### config.mk
export PLATFORM = sky130hd
export DESIGN_NAME = hamg_regs
export DESIGN_NICKNAME = d
export VERILOG_FILES = /design/src/logic/hamg_regs.v
export VERILOG_INCLUDE_DIRS = /design/src /design/src/logic
export SDC_FILE = /design/constraint.sdc
export NUM_CORES = 2
export LEC_CHECK = 0
export ABC_AREA = 0
export BUFFER_PORTS_ARGS = -buffer_cell sky130_fd_sc_hd__buf_2
export CORE_ASPECT_RATIO = 0.7
export CORE_MARGIN = 1.5
export CORE_UTILIZATION = 60
export CTS_BUF_LIST = sky130_fd_sc_hd__clkbuf_4 sky130_fd_sc_hd__clkbuf_8 sky130_fd_sc_hd__clkbuf_16
export DETAILED_ROUTE_END_ITERATION = 10
export GPL_TIMING_DRIVEN = 0
export PLACE_DENSITY = 0.77
export SLEW_MARGIN = 0
export SYNTH_ARGS = -nofsm -noshare
export SYNTH_HDL_FRONTEND = slang
export SYNTH_SLANG_ARGS = --single-unit
### constraint.sdc
create_clock -name clock_i -period 6.7 [get_ports clock_i]
set_clock_uncertainty 0.2 [all_clocks]
set_input_delay 1.34 -clock clock_i [delete_from_list [all_inputs] [get_ports clock_i]]
set_output_delay 1.34 -clock clock_i [all_outputs]
set_load 0.005 [all_outputs]
### src/logic/hamg_consts.vh
// Function
// - writing the access address register starts the indirect memory read or write.
// - mask select 1 reaches the mask memory, 0 the value memory.
// - direction bit 1 reads the selected entry, 0 writes it.
// - five-bit channel field picks one of 32 receive channels.
// - data register low byte is first address byte, high byte second.
// - first byte compared only where mask bit is 0; mismatch ignores frame.
// - second byte compared only where mask bit is 0; mismatch discards frame.
// - with mask select set, both data bytes store as the channel mask.
// - first and second byte enables gate each check; both off accepts all.
// - in transparent mode one a single fill character ends a message.
// - definition entries indexed by channel 0 to 5 and multiplex 0 or 1.
// - nibbles hold width, c/i valid, protocol, monitor valid from msb down.
// - monitor valid 1 enables the monitor channel, 0 disables it.
// - monitor valid held 0 for 125 ms resets that monitor channel.
// - protocol bit 1 selects star variant, 0 standard monitor protocol.
// - c/i valid 1 enables the command/indicate channel, 0 disables it.
// - c/i valid held 0 for 125 ms completes channel initialisation.
// - width bit 1 gives six-bit primitives, 0 four-bit primitives.
`ifndef HAMG_CONSTS_VH
`define HAMG_CONSTS_VH

// register indices; byte address is four times the index
`define HAMG_IDX_ACC 6'h1c
`define HAMG_IDX_DATA 6'h1e
`define HAMG_IDX_FILL 6'h20
`define HAMG_IDX_GCI0 6'h22
`define HAMG_IDX_GCI1 6'h24
`define HAMG_IDX_GCI2 6'h26
`define HAMG_IDX_RXCMD 6'h30

// reset values
`define HAMG_RST_ACC 16'h0000
`define HAMG_RST_DATA 16'h0001
`define HAMG_RST_FILL 16'h0000
`define HAMG_RST_GCI 16'h0000
`define HAMG_RST_RXCMD 16'h0000

// access address register fields
`define HAMG_ACC_CH_HI 15
`define HAMG_ACC_CH_LO 11
`define HAMG_ACC_READ 10
`define HAMG_ACC_MASK 9
`define HAMG_ACC_WMASK 16'hfe00

// own receive command register fields
`define HAMG_RXCMD_FIRST 0
`define HAMG_RXCMD_SECOND 1
`define HAMG_RXCMD_TRANSP1 2
`define HAMG_RXCMD_WMASK 16'h0007

// fill character field
`define HAMG_FILL_WMASK 16'h00ff

// definition nibble fields
`define HAMG_NIB_MON_VALID 0
`define HAMG_NIB_MON_PROTO 1
`define HAMG_NIB_CI_VALID 2
`define HAMG_NIB_CI_WIDTH 3

// timing
`define HAMG_DESEL_MS 125
`define HAMG_CLK_KHZ 50000

// axi responses
`define HAMG_RESP_OKAY 2'b00
`define HAMG_RESP_SLVERR 2'b10

`endif

### src/logic/hamg_regs.v
`timescale 1ns/1ps
`default_nettype none
`include "hamg_consts.vh"

module hamg_regs #(
  parameter integer NUM_RX_CHAN = 32,
  parameter integer NUM_GCI_ENTRY = 12,
  parameter integer MS_CYCLES = `HAMG_CLK_KHZ,
  parameter integer DESEL_MS = `HAMG_DESEL_MS
) (
  input wire clock_i,
  input wire reset_i,
  // axi4-lite slave
  input wire [7:0] s_axi_awaddr_i,
  input wire s_axi_awvalid_i,
  output wire s_axi_awready_o,
  input wire [31:0] s_axi_wdata_i,
  input wire [3:0] s_axi_wstrb_i,
  input wire s_axi_wvalid_i,
  output wire s_axi_wready_o,
  output reg [1:0] s_axi_bresp_o,
  output reg s_axi_bvalid_o,
  input wire s_axi_bready_i,
  input wire [7:0] s_axi_araddr_i,
  input wire s_axi_arvalid_i,
  output wire s_axi_arready_o,
  output reg [31:0] s_axi_rdata_o,
  output reg [1:0] s_axi_rresp_o,
  output reg s_axi_rvalid_o,
  input wire s_axi_rready_i,
  // address field check from the receiver
  input wire rx_addr_valid_i,
  input wire [4:0] rx_addr_chan_i,
  input wire [7:0] rx_addr_first_i,
  input wire [7:0] rx_addr_second_i,
  output reg rx_addr_done_o,
  output reg rx_frame_accept_o,
  // transparent mode byte stream
  input wire rx_byte_valid_i,
  input wire [7:0] rx_byte_i,
  output reg rx_msg_end_o,
  output wire transparent_mode_one_o,
  // gci channel controls, entry index is channel * 2 + multiplex
  output wire [NUM_GCI_ENTRY-1:0] monitor_enable_o,
  output wire [NUM_GCI_ENTRY-1:0] monitor_vstar_o,
  output wire [NUM_GCI_ENTRY-1:0] ci_enable_o,
  output wire [NUM_GCI_ENTRY-1:0] ci_six_bit_o,
  output reg [NUM_GCI_ENTRY-1:0] monitor_chan_reset_o,
  output reg [NUM_GCI_ENTRY-1:0] ci_chan_init_o
);

  // ****************************************
  // register storage
  // ****************************************
  reg [15:0] acc_q;
  reg [15:0] data_q;
  reg [15:0] fill_q;
  reg [15:0] gci0_q;
  reg [15:0] gci1_q;
  reg [15:0] gci2_q;
  reg [15:0] rxcmd_q;
  reg [15:0] value_mem [0:NUM_RX_CHAN-1];
  reg [15:0] mask_mem [0:NUM_RX_CHAN-1];

  // ****************************************
  // write channel
  // ****************************************
  reg aw_held_q;
  reg [7:0] aw_addr_q;
  reg w_held_q;
  reg [31:0] w_data_q;
  reg [3:0] w_strb_q;
  wire do_write;
  wire [15:0] wr_lane_mask;
  wire [15:0] wr_val;
  reg wr_hit;

  assign s_axi_awready_o = !aw_held_q && !reset_i;
  assign s_axi_wready_o = !w_held_q && !reset_i;
  assign do_write = aw_held_q && w_held_q && !s_axi_bvalid_o;
  assign wr_lane_mask = {{8{w_strb_q[1]}}, {8{w_strb_q[0]}}};
  assign wr_val = w_data_q[15:0];

  always @* begin
    case (aw_addr_q)
      {`HAMG_IDX_ACC, 2'b00},
      {`HAMG_IDX_DATA, 2'b00},
      {`HAMG_IDX_FILL, 2'b00},
      {`HAMG_IDX_GCI0, 2'b00},
      {`HAMG_IDX_GCI1, 2'b00},
      {`HAMG_IDX_GCI2, 2'b00},
      {`HAMG_IDX_RXCMD, 2'b00}: begin
        wr_hit = 1'b1;
      end
      default: begin
        wr_hit = 1'b0;
      end
    endcase
  end

  always @(posedge clock_i) begin
    if (reset_i) begin
      aw_held_q <= 1'b0;
      aw_addr_q <= 8'h00;
      w_held_q <= 1'b0;
      w_data_q <= 32'h00000000;
      w_strb_q <= 4'h0;
      s_axi_bvalid_o <= 1'b0;
      s_axi_bresp_o <= `HAMG_RESP_OKAY;
    end else begin
      if (s_axi_awvalid_i && s_axi_awready_o) begin
        aw_held_q <= 1'b1;
        aw_addr_q <= {s_axi_awaddr_i[7:2], 2'b00};
      end
      if (s_axi_wvalid_i && s_axi_wready_o) begin
        w_held_q <= 1'b1;
        w_data_q <= s_axi_wdata_i;
        w_strb_q <= s_axi_wstrb_i;
      end
      if (do_write) begin
        aw_held_q <= 1'b0;
        w_held_q <= 1'b0;
        s_axi_bvalid_o <= 1'b1;
        s_axi_bresp_o <= wr_hit ? `HAMG_RESP_OKAY : `HAMG_RESP_SLVERR;
      end else if (s_axi_bvalid_o && s_axi_bready_i) begin
        s_axi_bvalid_o <= 1'b0;
      end
    end
  end

  // ****************************************
  // register writes and indirect access
  // ****************************************
  wire wr_acc;
  wire [15:0] acc_new;
  wire [4:0] acc_chan;
  wire acc_read;
  wire acc_mask;

  assign wr_acc = do_write && (aw_addr_q == {`HAMG_IDX_ACC, 2'b00}) && (w_strb_q[1:0] != 2'b00);
  assign acc_new = ((wr_val & wr_lane_mask) | (acc_q & ~wr_lane_mask)) & `HAMG_ACC_WMASK;
  assign acc_chan = acc_new[`HAMG_ACC_CH_HI:`HAMG_ACC_CH_LO];
  assign acc_read = acc_new[`HAMG_ACC_READ];
  assign acc_mask = acc_new[`HAMG_ACC_MASK];

  always @(posedge clock_i) begin
    if (reset_i) begin
      acc_q <= `HAMG_RST_ACC;
      data_q <= `HAMG_RST_DATA;
      fill_q <= `HAMG_RST_FILL;
      gci0_q <= `HAMG_RST_GCI;
      gci1_q <= `HAMG_RST_GCI;
      gci2_q <= `HAMG_RST_GCI;
      rxcmd_q <= `HAMG_RST_RXCMD;
    end else if (do_write) begin
      case (aw_addr_q)
        {`HAMG_IDX_ACC, 2'b00}: begin
          acc_q <= acc_new;
          if (acc_read && (w_strb_q[1:0] != 2'b00)) begin
            data_q <= acc_mask ? mask_mem[acc_chan] : value_mem[acc_chan];
          end
        end
        {`HAMG_IDX_DATA, 2'b00}: begin
          data_q <= (wr_val & wr_lane_mask) | (data_q & ~wr_lane_mask);
        end
        {`HAMG_IDX_FILL, 2'b00}: begin
          fill_q <= ((wr_val & wr_lane_mask) | (fill_q & ~wr_lane_mask)) & `HAMG_FILL_WMASK;
        end
        {`HAMG_IDX_GCI0, 2'b00}: begin
          gci0_q <= (wr_val & wr_lane_mask) | (gci0_q & ~wr_lane_mask);
        end
        {`HAMG_IDX_GCI1, 2'b00}: begin
          gci1_q <= (wr_val & wr_lane_mask) | (gci1_q & ~wr_lane_mask);
        end
        {`HAMG_IDX_GCI2, 2'b00}: begin
          gci2_q <= (wr_val & wr_lane_mask) | (gci2_q & ~wr_lane_mask);
        end
        {`HAMG_IDX_RXCMD, 2'b00}: begin
          rxcmd_q <= ((wr_val & wr_lane_mask) | (rxcmd_q & ~wr_lane_mask)) & `HAMG_RXCMD_WMASK;
        end
        default: begin
        end
      endcase
    end
  end

  // recognition memories hold no reset; software loads them before enabling checks
  always @(posedge clock_i) begin
    if (wr_acc && !acc_read) begin
      if (acc_mask) begin
        mask_mem[acc_chan] <= data_q;
      end else begin
        value_mem[acc_chan] <= data_q;
      end
    end
  end

  // ****************************************
  // read channel
  // ****************************************
  reg [15:0] rd_val;
  reg rd_hit;

  assign s_axi_arready_o = !s_axi_rvalid_o && !reset_i;

  always @* begin
    rd_hit = 1'b1;
    case ({s_axi_araddr_i[7:2], 2'b00})
      {`HAMG_IDX_ACC, 2'b00}: begin
        rd_val = acc_q;
      end
      {`HAMG_IDX_DATA, 2'b00}: begin
        rd_val = data_q;
      end
      {`HAMG_IDX_FILL, 2'b00}: begin
        rd_val = fill_q;
      end
      {`HAMG_IDX_GCI0, 2'b00}: begin
        rd_val = gci0_q;
      end
      {`HAMG_IDX_GCI1, 2'b00}: begin
        rd_val = gci1_q;
      end
      {`HAMG_IDX_GCI2, 2'b00}: begin
        rd_val = gci2_q;
      end
      {`HAMG_IDX_RXCMD, 2'b00}: begin
        rd_val = rxcmd_q;
      end
      default: begin
        rd_val = 16'h0000;
        rd_hit = 1'b0;
      end
    endcase
  end

  always @(posedge clock_i) begin
    if (reset_i) begin
      s_axi_rvalid_o <= 1'b0;
      s_axi_rdata_o <= 32'h00000000;
      s_axi_rresp_o <= `HAMG_RESP_OKAY;
    end else if (s_axi_arvalid_i && s_axi_arready_o) begin
      s_axi_rvalid_o <= 1'b1;
      s_axi_rdata_o <= {16'h0000, rd_val};
      s_axi_rresp_o <= rd_hit ? `HAMG_RESP_OKAY : `HAMG_RESP_SLVERR;
    end else if (s_axi_rvalid_o && s_axi_rready_i) begin
      s_axi_rvalid_o <= 1'b0;
    end
  end

  // ****************************************
  // address field match
  // ****************************************
  wire [15:0] chk_val;
  wire [15:0] chk_mask;
  wire first_ok;
  wire second_ok;

  assign chk_val = value_mem[rx_addr_chan_i];
  assign chk_mask = mask_mem[rx_addr_chan_i];
  assign first_ok = !rxcmd_q[`HAMG_RXCMD_FIRST] || (((rx_addr_first_i ^ chk_val[7:0]) & ~chk_mask[7:0]) == 8'h00);
  assign second_ok = !rxcmd_q[`HAMG_RXCMD_SECOND] ||
    (((rx_addr_second_i ^ chk_val[15:8]) & ~chk_mask[15:8]) == 8'h00);

  always @(posedge clock_i) begin
    if (reset_i) begin
      rx_addr_done_o <= 1'b0;
      rx_frame_accept_o <= 1'b0;
    end else begin
      rx_addr_done_o <= rx_addr_valid_i;
      if (rx_addr_valid_i) begin
        rx_frame_accept_o <= first_ok && second_ok;
      end
    end
  end

  // ****************************************
  // transparent mode fill character
  // ****************************************
  assign transparent_mode_one_o = rxcmd_q[`HAMG_RXCMD_TRANSP1];

  always @(posedge clock_i) begin
    if (reset_i) begin
      rx_msg_end_o <= 1'b0;
    end else begin
      rx_msg_end_o <= transparent_mode_one_o && rx_byte_valid_i && (rx_byte_i == fill_q[7:0]);
    end
  end

  // ****************************************
  // millisecond enable
  // ****************************************
  reg [31:0] ms_cnt_q;
  reg ms_tick_q;

  always @(posedge clock_i) begin
    if (reset_i) begin
      ms_cnt_q <= 32'h00000000;
      ms_tick_q <= 1'b0;
    end else if (ms_cnt_q == MS_CYCLES - 1) begin
      ms_cnt_q <= 32'h00000000;
      ms_tick_q <= 1'b1;
    end else begin
      ms_cnt_q <= ms_cnt_q + 32'h00000001;
      ms_tick_q <= 1'b0;
    end
  end

  // ****************************************
  // gci channel definitions
  // ****************************************
  wire [47:0] gci_all;
  // entry is channel * 2 + multiplex
  assign gci_all = {gci2_q, gci1_q, gci0_q};

  genvar gi;
  generate
    for (gi = 0; gi < NUM_GCI_ENTRY; gi = gi + 1) begin : g_entry
      wire [3:0] nib;
      reg [7:0] mon_ms_q;
      reg [7:0] ci_ms_q;
      assign nib = gci_all[4*gi+3:4*gi];
      assign monitor_enable_o[gi] = nib[`HAMG_NIB_MON_VALID];
      assign monitor_vstar_o[gi] = nib[`HAMG_NIB_MON_VALID] & nib[`HAMG_NIB_MON_PROTO];
      assign ci_enable_o[gi] = nib[`HAMG_NIB_CI_VALID];
      assign ci_six_bit_o[gi] = nib[`HAMG_NIB_CI_VALID] & nib[`HAMG_NIB_CI_WIDTH];

      // first tick may be partial, so one extra tick guarantees the full period
      always @(posedge clock_i) begin
        if (reset_i) begin
          mon_ms_q <= 8'h00;
          ci_ms_q <= 8'h00;
          monitor_chan_reset_o[gi] <= 1'b0;
          ci_chan_init_o[gi] <= 1'b0;
        end else begin
          monitor_chan_reset_o[gi] <= 1'b0;
          ci_chan_init_o[gi] <= 1'b0;
          if (nib[`HAMG_NIB_MON_VALID]) begin
            mon_ms_q <= 8'h00;
          end else if (ms_tick_q && (mon_ms_q != DESEL_MS[7:0] + 8'h01)) begin
            mon_ms_q <= mon_ms_q + 8'h01;
            monitor_chan_reset_o[gi] <= (mon_ms_q == DESEL_MS[7:0]);
          end
          if (nib[`HAMG_NIB_CI_VALID]) begin
            ci_ms_q <= 8'h00;
          end else if (ms_tick_q && (ci_ms_q != DESEL_MS[7:0] + 8'h01)) begin
            ci_ms_q <= ci_ms_q + 8'h01;
            ci_chan_init_o[gi] <= (ci_ms_q == DESEL_MS[7:0]);
          end
        end
      end
    end
  endgenerate

endmodule // hamg_regs
`default_nettype wire

## Word-level counts from Yosys, hierarchy flattened

Memories as Yosys holds them, arrays and structs flattened.
Cells that the tools add are included.

| operators by class | value |
|---|---|
| mux-type cells | 19 |
| $add $sub $neg | 25 |
| reduce and logical (&&, ||, !) cells | 116 |
| equal/unequal tests | 65 |
| bitwise gates (word level) | 70 |

Operators by type and width:

| operator | count |
|---|---|
| 8-bit by 1-bit adder with 8-bit output (second input constant) | 24 |
| 8-bit by 7-bit equality test with 1-bit output (second input constant) | 24 |
| 8-bit by 7-bit inequality test with 1-bit output (second input constant) | 24 |
| 16-bit one-hot mux with 7 select lines | 1 |
| 16-bit AND | 6 |
| 16-bit bitwise OR | 5 |
| 3-bit OR reduction | 24 |
| 6-bit equality test (second input constant) | 10 |
| 2-bit OR reduction | 26 |
| 1-bit logical AND | 41 |
| 32-bit by 1-bit adder with 32-bit output (second input constant) | 1 |
| 32-bit by 16-bit equality test with 1-bit output (second input constant) | 1 |
| 16-bit 2-to-1 mux | 2 |
| 16-bit one-hot mux with 2 select lines | 1 |
| 1-bit AND | 24 |
| 8-bit AND | 3 |
| 6-bit by 5-bit equality test with 1-bit output (second input constant) | 4 |
| 1-bit NOT | 24 |
| 8-bit logical NOT | 2 |
| 16-bit NOT | 1 |
| 8-bit NOT | 2 |
| 8-bit bitwise XOR | 2 |
| 7-bit OR reduction | 2 |
| 1-bit 2-to-1 mux | 13 |
| other kinds (11) | 28 |

| storage, ports and cells | value |
|---|---|
| memories | 2 |
| input port bits | 90 |
| bits in writable memories | 1,024 |
| output and inout port bits | 117 |
| bits in registers | 382 |

Memory list:

| name | depth | bits a word | rd ports | clocked after Yosys merged registers in | wr ports | RTL line | RTL |
|---|---|---|---|---|---|---|---|
| mask_mem | 32 | 16 | 2 | 0 | 1 | hamg_regs.v:63 | `reg [15:0] mask_mem [0:NUM_RX_CHAN-1];` |
| value_mem | 32 | 16 | 2 | 0 | 1 | hamg_regs.v:62 | `reg [15:0] value_mem [0:NUM_RX_CHAN-1];` |

## Depth between registers and ports, before layout

| depth | value |
|---|---|
| word-level depth | 7 |
| gate-level depth with buffers | 12 |
| mapped depth without buffers | 9 |

## Least setup slack after synthesis

OpenSTA, ideal clock, no wires.

| timing path | value |
|---|---|
| path type | input-to-reg |
| start point | input port rx_addr_chan_i[0] |
| end point | register rx_frame_accept_o |
| stages | 10 |
| buffers on the path | 4 |
| setup slack | 2.724 ns |
| data arrival time | 3.643 ns |
| cells stage by stage | buf_6 -> buf_6 -> buf_4 -> buf_2 -> mux4_2 -> mux4_2 -> o22ai_1 -> nor3_1 -> o221ai_1 -> a21oi_1 |

| between the ends | value |
|---|---|
| word-level cells in the longest chain between the ends | 6 |
| elaborated cells on any way between the ends | 13 |
| classes of those cells | 6 x bitwise; 5 x reduce/logical; 2 x memory |

RTL lines:

| item | RTL line | RTL |
|---|---|---|
| start, declared | hamg_regs.v:33 | `input wire [4:0] rx_addr_chan_i,` |
| memory 32 x 16 bit, on equally long branches | - |  |
| 8-bit bitwise XOR (tied with other cells) | hamg_regs.v:261 | `` assign first_ok = !rxcmd_q[`HAMG_RXCMD_FIRST] \|\| (((rx_addr_first_i ^ chk_val[7:0]) & ~chk_mask[7:0]) == 8'h00 ... `` |
| 8-bit AND, on equally long branches | hamg_regs.v:261, hamg_regs.v:263 |  |
| 8-bit logical NOT, on equally long branches | hamg_regs.v:261, hamg_regs.v:263 |  |
| 1-bit logical OR, on equally long branches | hamg_regs.v:261, hamg_regs.v:262 |  |
| 1-bit logical AND (*) | hamg_regs.v:272 | `rx_frame_accept_o <= first_ok && second_ok;` |
| end signal, assigned | hamg_regs.v:272 |  |
| end, declared | hamg_regs.v:37 | `output reg rx_frame_accept_o,` |

Every way passes the cells marked *; elsewhere a longest branch is shown, timed or not.
A chain may end at the register's enable or synchronous reset.

## Worst setup path in the final report

| timing path | value |
|---|---|
| start point | input port rx_addr_chan_i[3] |
| end point | register rx_frame_accept_o |

Same word-level chain as after synthesis.

==> metrics.txt <==
# TYPE chip_impl_metric gauge
chip_impl_metric{name="number_of_cells_upsized_or_downsized_after_cts",unit=""} 0
chip_impl_metric{name="synth_area",unit="mm2"} 0.0645
chip_impl_info{name="cp-start-kind",value="input port"} 1
chip_impl_metric{name="setup-violations-final",unit=""} 0
chip_impl_info{name="worstHoldPathType",value="reg -> reg"} 1
chip_impl_metric{name="drive_gt1_frac",unit=""} 0.269
chip_impl_metric{name="tritoncts_sinks",unit=""} 1404
chip_impl_info{name="result_of_the_run",value="finished with violations"} 1
chip_impl_metric{name="numPlacedInstances",unit=""} 5961
chip_impl_metric{name="viasPerCell",unit=""} 7.47
chip_impl_metric{name="count_of_buffers_added_by_post_cts_timing_repair_for_setup",unit=""} 0
chip_impl_metric{name="first_global_vias",unit=""} 42800
chip_impl_metric{name="sequential_fraction_of_the_synthesis_area",unit=""} 0.595
chip_impl_metric{name="grt_first_pass_wirelength",unit="um"} 319000
chip_impl_metric{name="avgRoutedWirePerCell",unit="um"} 37.5
chip_impl_info{name="clockRootBuffer",value="sky130_fd_sc_hd__clkbuf_16"} 1
chip_impl_metric{name="synth_unique_cells",unit=""} 60
chip_impl_metric{name="crit_required",unit="ns"} 7.20
chip_impl_metric{name="crit_path_time_final",unit="ns"} 6.44
chip_impl_metric{name="finalWeightedCongestion",unit=""} 1.03
chip_impl_metric{name="worst_setup_hold_path_clk_slew",unit="ns"} 0.06
chip_impl_metric{name="report.power.total",unit="uW"} 18100
chip_impl_metric{name="ys_warn_count",unit=""} 0
chip_impl_metric{name="globalRouteTotalUtil",unit=""} 0.422
chip_impl_metric{name="area_growth",unit="%"} 13.7
chip_impl_metric{name="numCtsBuffers",unit=""} 133
chip_impl_metric{name="cap_violations",unit=""} 9
chip_impl_metric{name="finalHoldViolations",unit=""} 0
chip_impl_metric{name="max_slew.worst_pin.slew",unit="ns"} 1.70
chip_impl_metric{name="max-vdd-ir-drop",unit="uV"} 214
chip_impl_metric{name="syn-mean-instance-area",unit="um2"} 15.0
chip_impl_info{name="grt_setup_unrepaired",value="no"} 1
chip_impl_metric{name="max-clock-path-buffers",unit=""} 3
chip_impl_metric{name="core_region_area",unit="mm2"} 0.106
chip_impl_info{name="worstSetupPathType",value="in -> reg"} 1
chip_impl_metric{name="initial_antenna_violation_count",unit=""} 11
chip_impl_metric{name="clock_insertion_delay_worst_skew",unit="ns"} 0.80
chip_impl_info{name="dominantRegCellSynth",value="sky130_fd_sc_hd__edfxtp_1"} 1
chip_impl_metric{name="hold-worst-slack",unit="ns"} 0.248
chip_impl_metric{name="drcViolationCount",unit=""} 0
chip_impl_info{name="end_kind",value="register"} 1
chip_impl_metric{name="synth-edff-count",unit=""} 1024
chip_impl_metric{name="detailed_place.area",unit="mm2"} 0.0689
chip_impl_metric{name="cp.arrival",unit="ns"} 6.94
chip_impl_metric{name="synth-seq-cells",unit=""} 1404
chip_impl_metric{name="dr_total_vias",unit=""} 46400
chip_impl_metric{name="crit_fanout",unit=""} 10
chip_impl_metric{name="min_period_over_period",unit=""} 0.961
chip_impl_metric{name="drv_slew",unit=""} 97
chip_impl_metric{name="drt_pass1_iterations",unit=""} 8
chip_impl_metric{name="start_util",unit=""} 0.606
chip_impl_info{name="timing.critical_path.cells",value="buf_2 -> buf_2 -> clkbuf_1 -> clkbuf_1 -> mux4_2 -> o22ai_1 -> nor4_2 -> o221ai_1 -> a21oi_1"} 1
chip_impl_metric{name="finish.net_count",unit=""} 4832
chip_impl_info{name="yosysTopAreaCell",value="sky130_fd_sc_hd__edfxtp_1"} 1
chip_impl_metric{name="rows",unit=""} 100
chip_impl_info{name="slowest_stage",value="sky130_fd_sc_hd__clkbuf_1"} 1
chip_impl_metric{name="post_layout_nonfiller_instances",unit=""} 6216
chip_impl_metric{name="die_h",unit="um"} 277
chip_impl_metric{name="ant_nets",unit=""} 0
chip_impl_metric{name="maxSlewHeadroom",unit=""} -0.130
chip_impl_metric{name="p_leak",unit="uW"} 0.0246
chip_impl_metric{name="post-route-cell-area",unit="mm2"} 0.0733
chip_impl_info{name="post_synth_main_area_contributors",value="sky130_fd_sc_hd__edfxtp_1 (48%), sky130_fd_sc_hd__mux4_2 (19%), sky130_fd_sc_hd__dfxtp_1 (12%)"} 1
chip_impl_metric{name="gr-total-overflow",unit=""} 0
chip_impl_metric{name="die_area",unit="mm2"} 0.109
chip_impl_metric{name="io_buffer_count",unit=""} 160
chip_impl_metric{name="max_clock_freq",unit="MHz"} 155
chip_impl_metric{name="die_w",unit="um"} 395
chip_impl_metric{name="post_cts_hold_buffer_count",unit=""} 0
chip_impl_metric{name="top_level_ports",unit=""} 207
chip_impl_metric{name="cellPowerDensity",unit="mW/mm2"} 247
chip_impl_metric{name="crit_path_max_incr_delay",unit="ns"} 1.25
chip_impl_metric{name="cts-htree-levels",unit=""} 4
chip_impl_metric{name="finalSetupTns",unit="ns"} 0
chip_impl_metric{name="grt_start_max_net_pins",unit=""} 59
chip_impl_metric{name="dp_hpwl",unit="um"} 159000
chip_impl_metric{name="async_flop_share",unit=""} 0
chip_impl_metric{name="post_synth_inst_count",unit=""} 4290
chip_impl_info{name="violations",value="max-capacitance violations, max-slew violations"} 1
chip_impl_metric{name="synth_largest_type_area_fraction",unit=""} 0.477
chip_impl_metric{name="drt_wl_total",unit="um"} 233000
chip_impl_metric{name="drc_violation_total_after_the_first_tritonroute_iteration",unit=""} 9379
chip_impl_info{name="tritoncts",value="built"} 1
per-layer routing:
metal / part of all wire / track usage / wire [um] / vias to the layer above
li1: - / - / - / 17600
met1: 0.34 / 0.568 / 79100 / 22900
met2: 0.40 / 0.557 / 92700 / 5001
met3: 0.20 / 0.234 / 47700 / 947
met4: 0.057 / 0.194 / 13300 / 12
met5: 0.00087 / 0.000871 / 202 / -
state kept, by name, indices dropped and copies added (netlist names), 2 cells and up, named ones only:
register	count
w_data_q	16
acc_q	7
g_entry.mon_ms_q	96
ci_chan_init_o	12
ms_cnt_q	32
value_mem	512
monitor_chan_reset_o	12
mask_mem	512
aw_addr_q	6
w_strb_q	2
s_axi_rdata_o	16
g_entry.ci_ms_q	96
cells by family (layout without fill, tap and decap cells):
group / Yosys count / in the layout / synth area share
DFF: 1404 / 1404 / 0.595
and+or+nand+nor: 1112 / 1112 / 0.0829
muxes: 638 / 638 / 0.203
AOI/OAI and AO/OA: 513 / 513 / 0.0517
buffers and inverters: 357 / 825 / 0.0275
xor gates and xnor gates: 192 / 192 / 0.0261
adders and majority gates: 73 / 73 / 0.0142
other: 1 / 31 / 0.0000582
final cells by class:
type | instances | area [um2]
repair buffers | 227 | 2290
well taps | 1428 | 1790
inverters | 63 | 236
clock inverters | 68 | 607
diodes | 13 | 32.5
multi-input cells | 2546 | 24700
plain buffers | 294 | 1540
fillers | 6984 | 33200
clock buffers | 173 | 3780
flip-flops and latches | 1404 | 38400
layout by cell type, fill, tap and decap left out, types with 91 or more instances in the layout:
cell type                   count
sky130_fd_sc_hd__a21oi_1      160
sky130_fd_sc_hd__buf_2        247
sky130_fd_sc_hd__clkbuf_1      91
sky130_fd_sc_hd__clkbuf_16    138
sky130_fd_sc_hd__dfxtp_1      364
sky130_fd_sc_hd__edfxtp_1    1024
sky130_fd_sc_hd__mux4_2       532
sky130_fd_sc_hd__nand2_1      274
sky130_fd_sc_hd__nor2_1       325
sky130_fd_sc_hd__o21ai_0       95
sky130_fd_sc_hd__xor2_1       104
synthesized netlist by cell type, types with 83 or more instances:
cell type and number:
sky130_fd_sc_hd__clkbuf_1 94, sky130_fd_sc_hd__nor2_1 389, sky130_fd_sc_hd__o21ai_0 95, sky130_fd_sc_hd__mux2i_1 83, sky130_fd_sc_hd__edfxtp_1 1024, sky130_fd_sc_hd__nand3_1 83, sky130_fd_sc_hd__xor2_1 104, sky130_fd_sc_hd__buf_2 87
sky130_fd_sc_hd__dfxtp_1 380, sky130_fd_sc_hd__mux4_2 532, sky130_fd_sc_hd__a21oi_1 162, sky130_fd_sc_hd__xnor2_1 88, sky130_fd_sc_hd__nand2_1 274
stage by stage:
stage	worst slack, ns	util
after floorplan	2.72	-
after global placement	-0.0171	0.630
after detailed placement	0.361	0.647
after CTS	1.18	0.688
after global routing	0.783	0.688
final	0.261	0.689
path summary, 6_finish.rpt:
check	startpoint	to	slack (ns)	cells past startpoint
worst min-delay path	ms_cnt_q[0]$_SDFF_PP0_	ms_cnt_q[0]$_SDFF_PP0_	0.25	1
worst max register to register	w_data_q[15]$_SDFFE_PP0P_	register	0.62	10
worst max-delay path	rx_addr_chan_i[3]	rx_frame_accept_o$_SDFFE_PP0P_	0.26	9
worst min register to register	ms_cnt_q[0]$_SDFF_PP0_	ms_cnt_q[0]$_SDFF_PP0_	0.25	1
worst max-delay path, delay by kind of cell:
kind	cells	cell delay [ns]
compound gates	3	0.88
buf+inv	4	3.39
mux	1	0.50
simple gates	1	0.78
power by group:
group | switching (uW) | internal [uW] | total [uW]
combinational | 681 | 372 | 1050
clock | 3450 | 4350 | 7790
sequential | 24.5 | 9210 | 9240
total | 4150 | 13900 | 18100
Note: power is estimated with default switching activity, not from simulation.
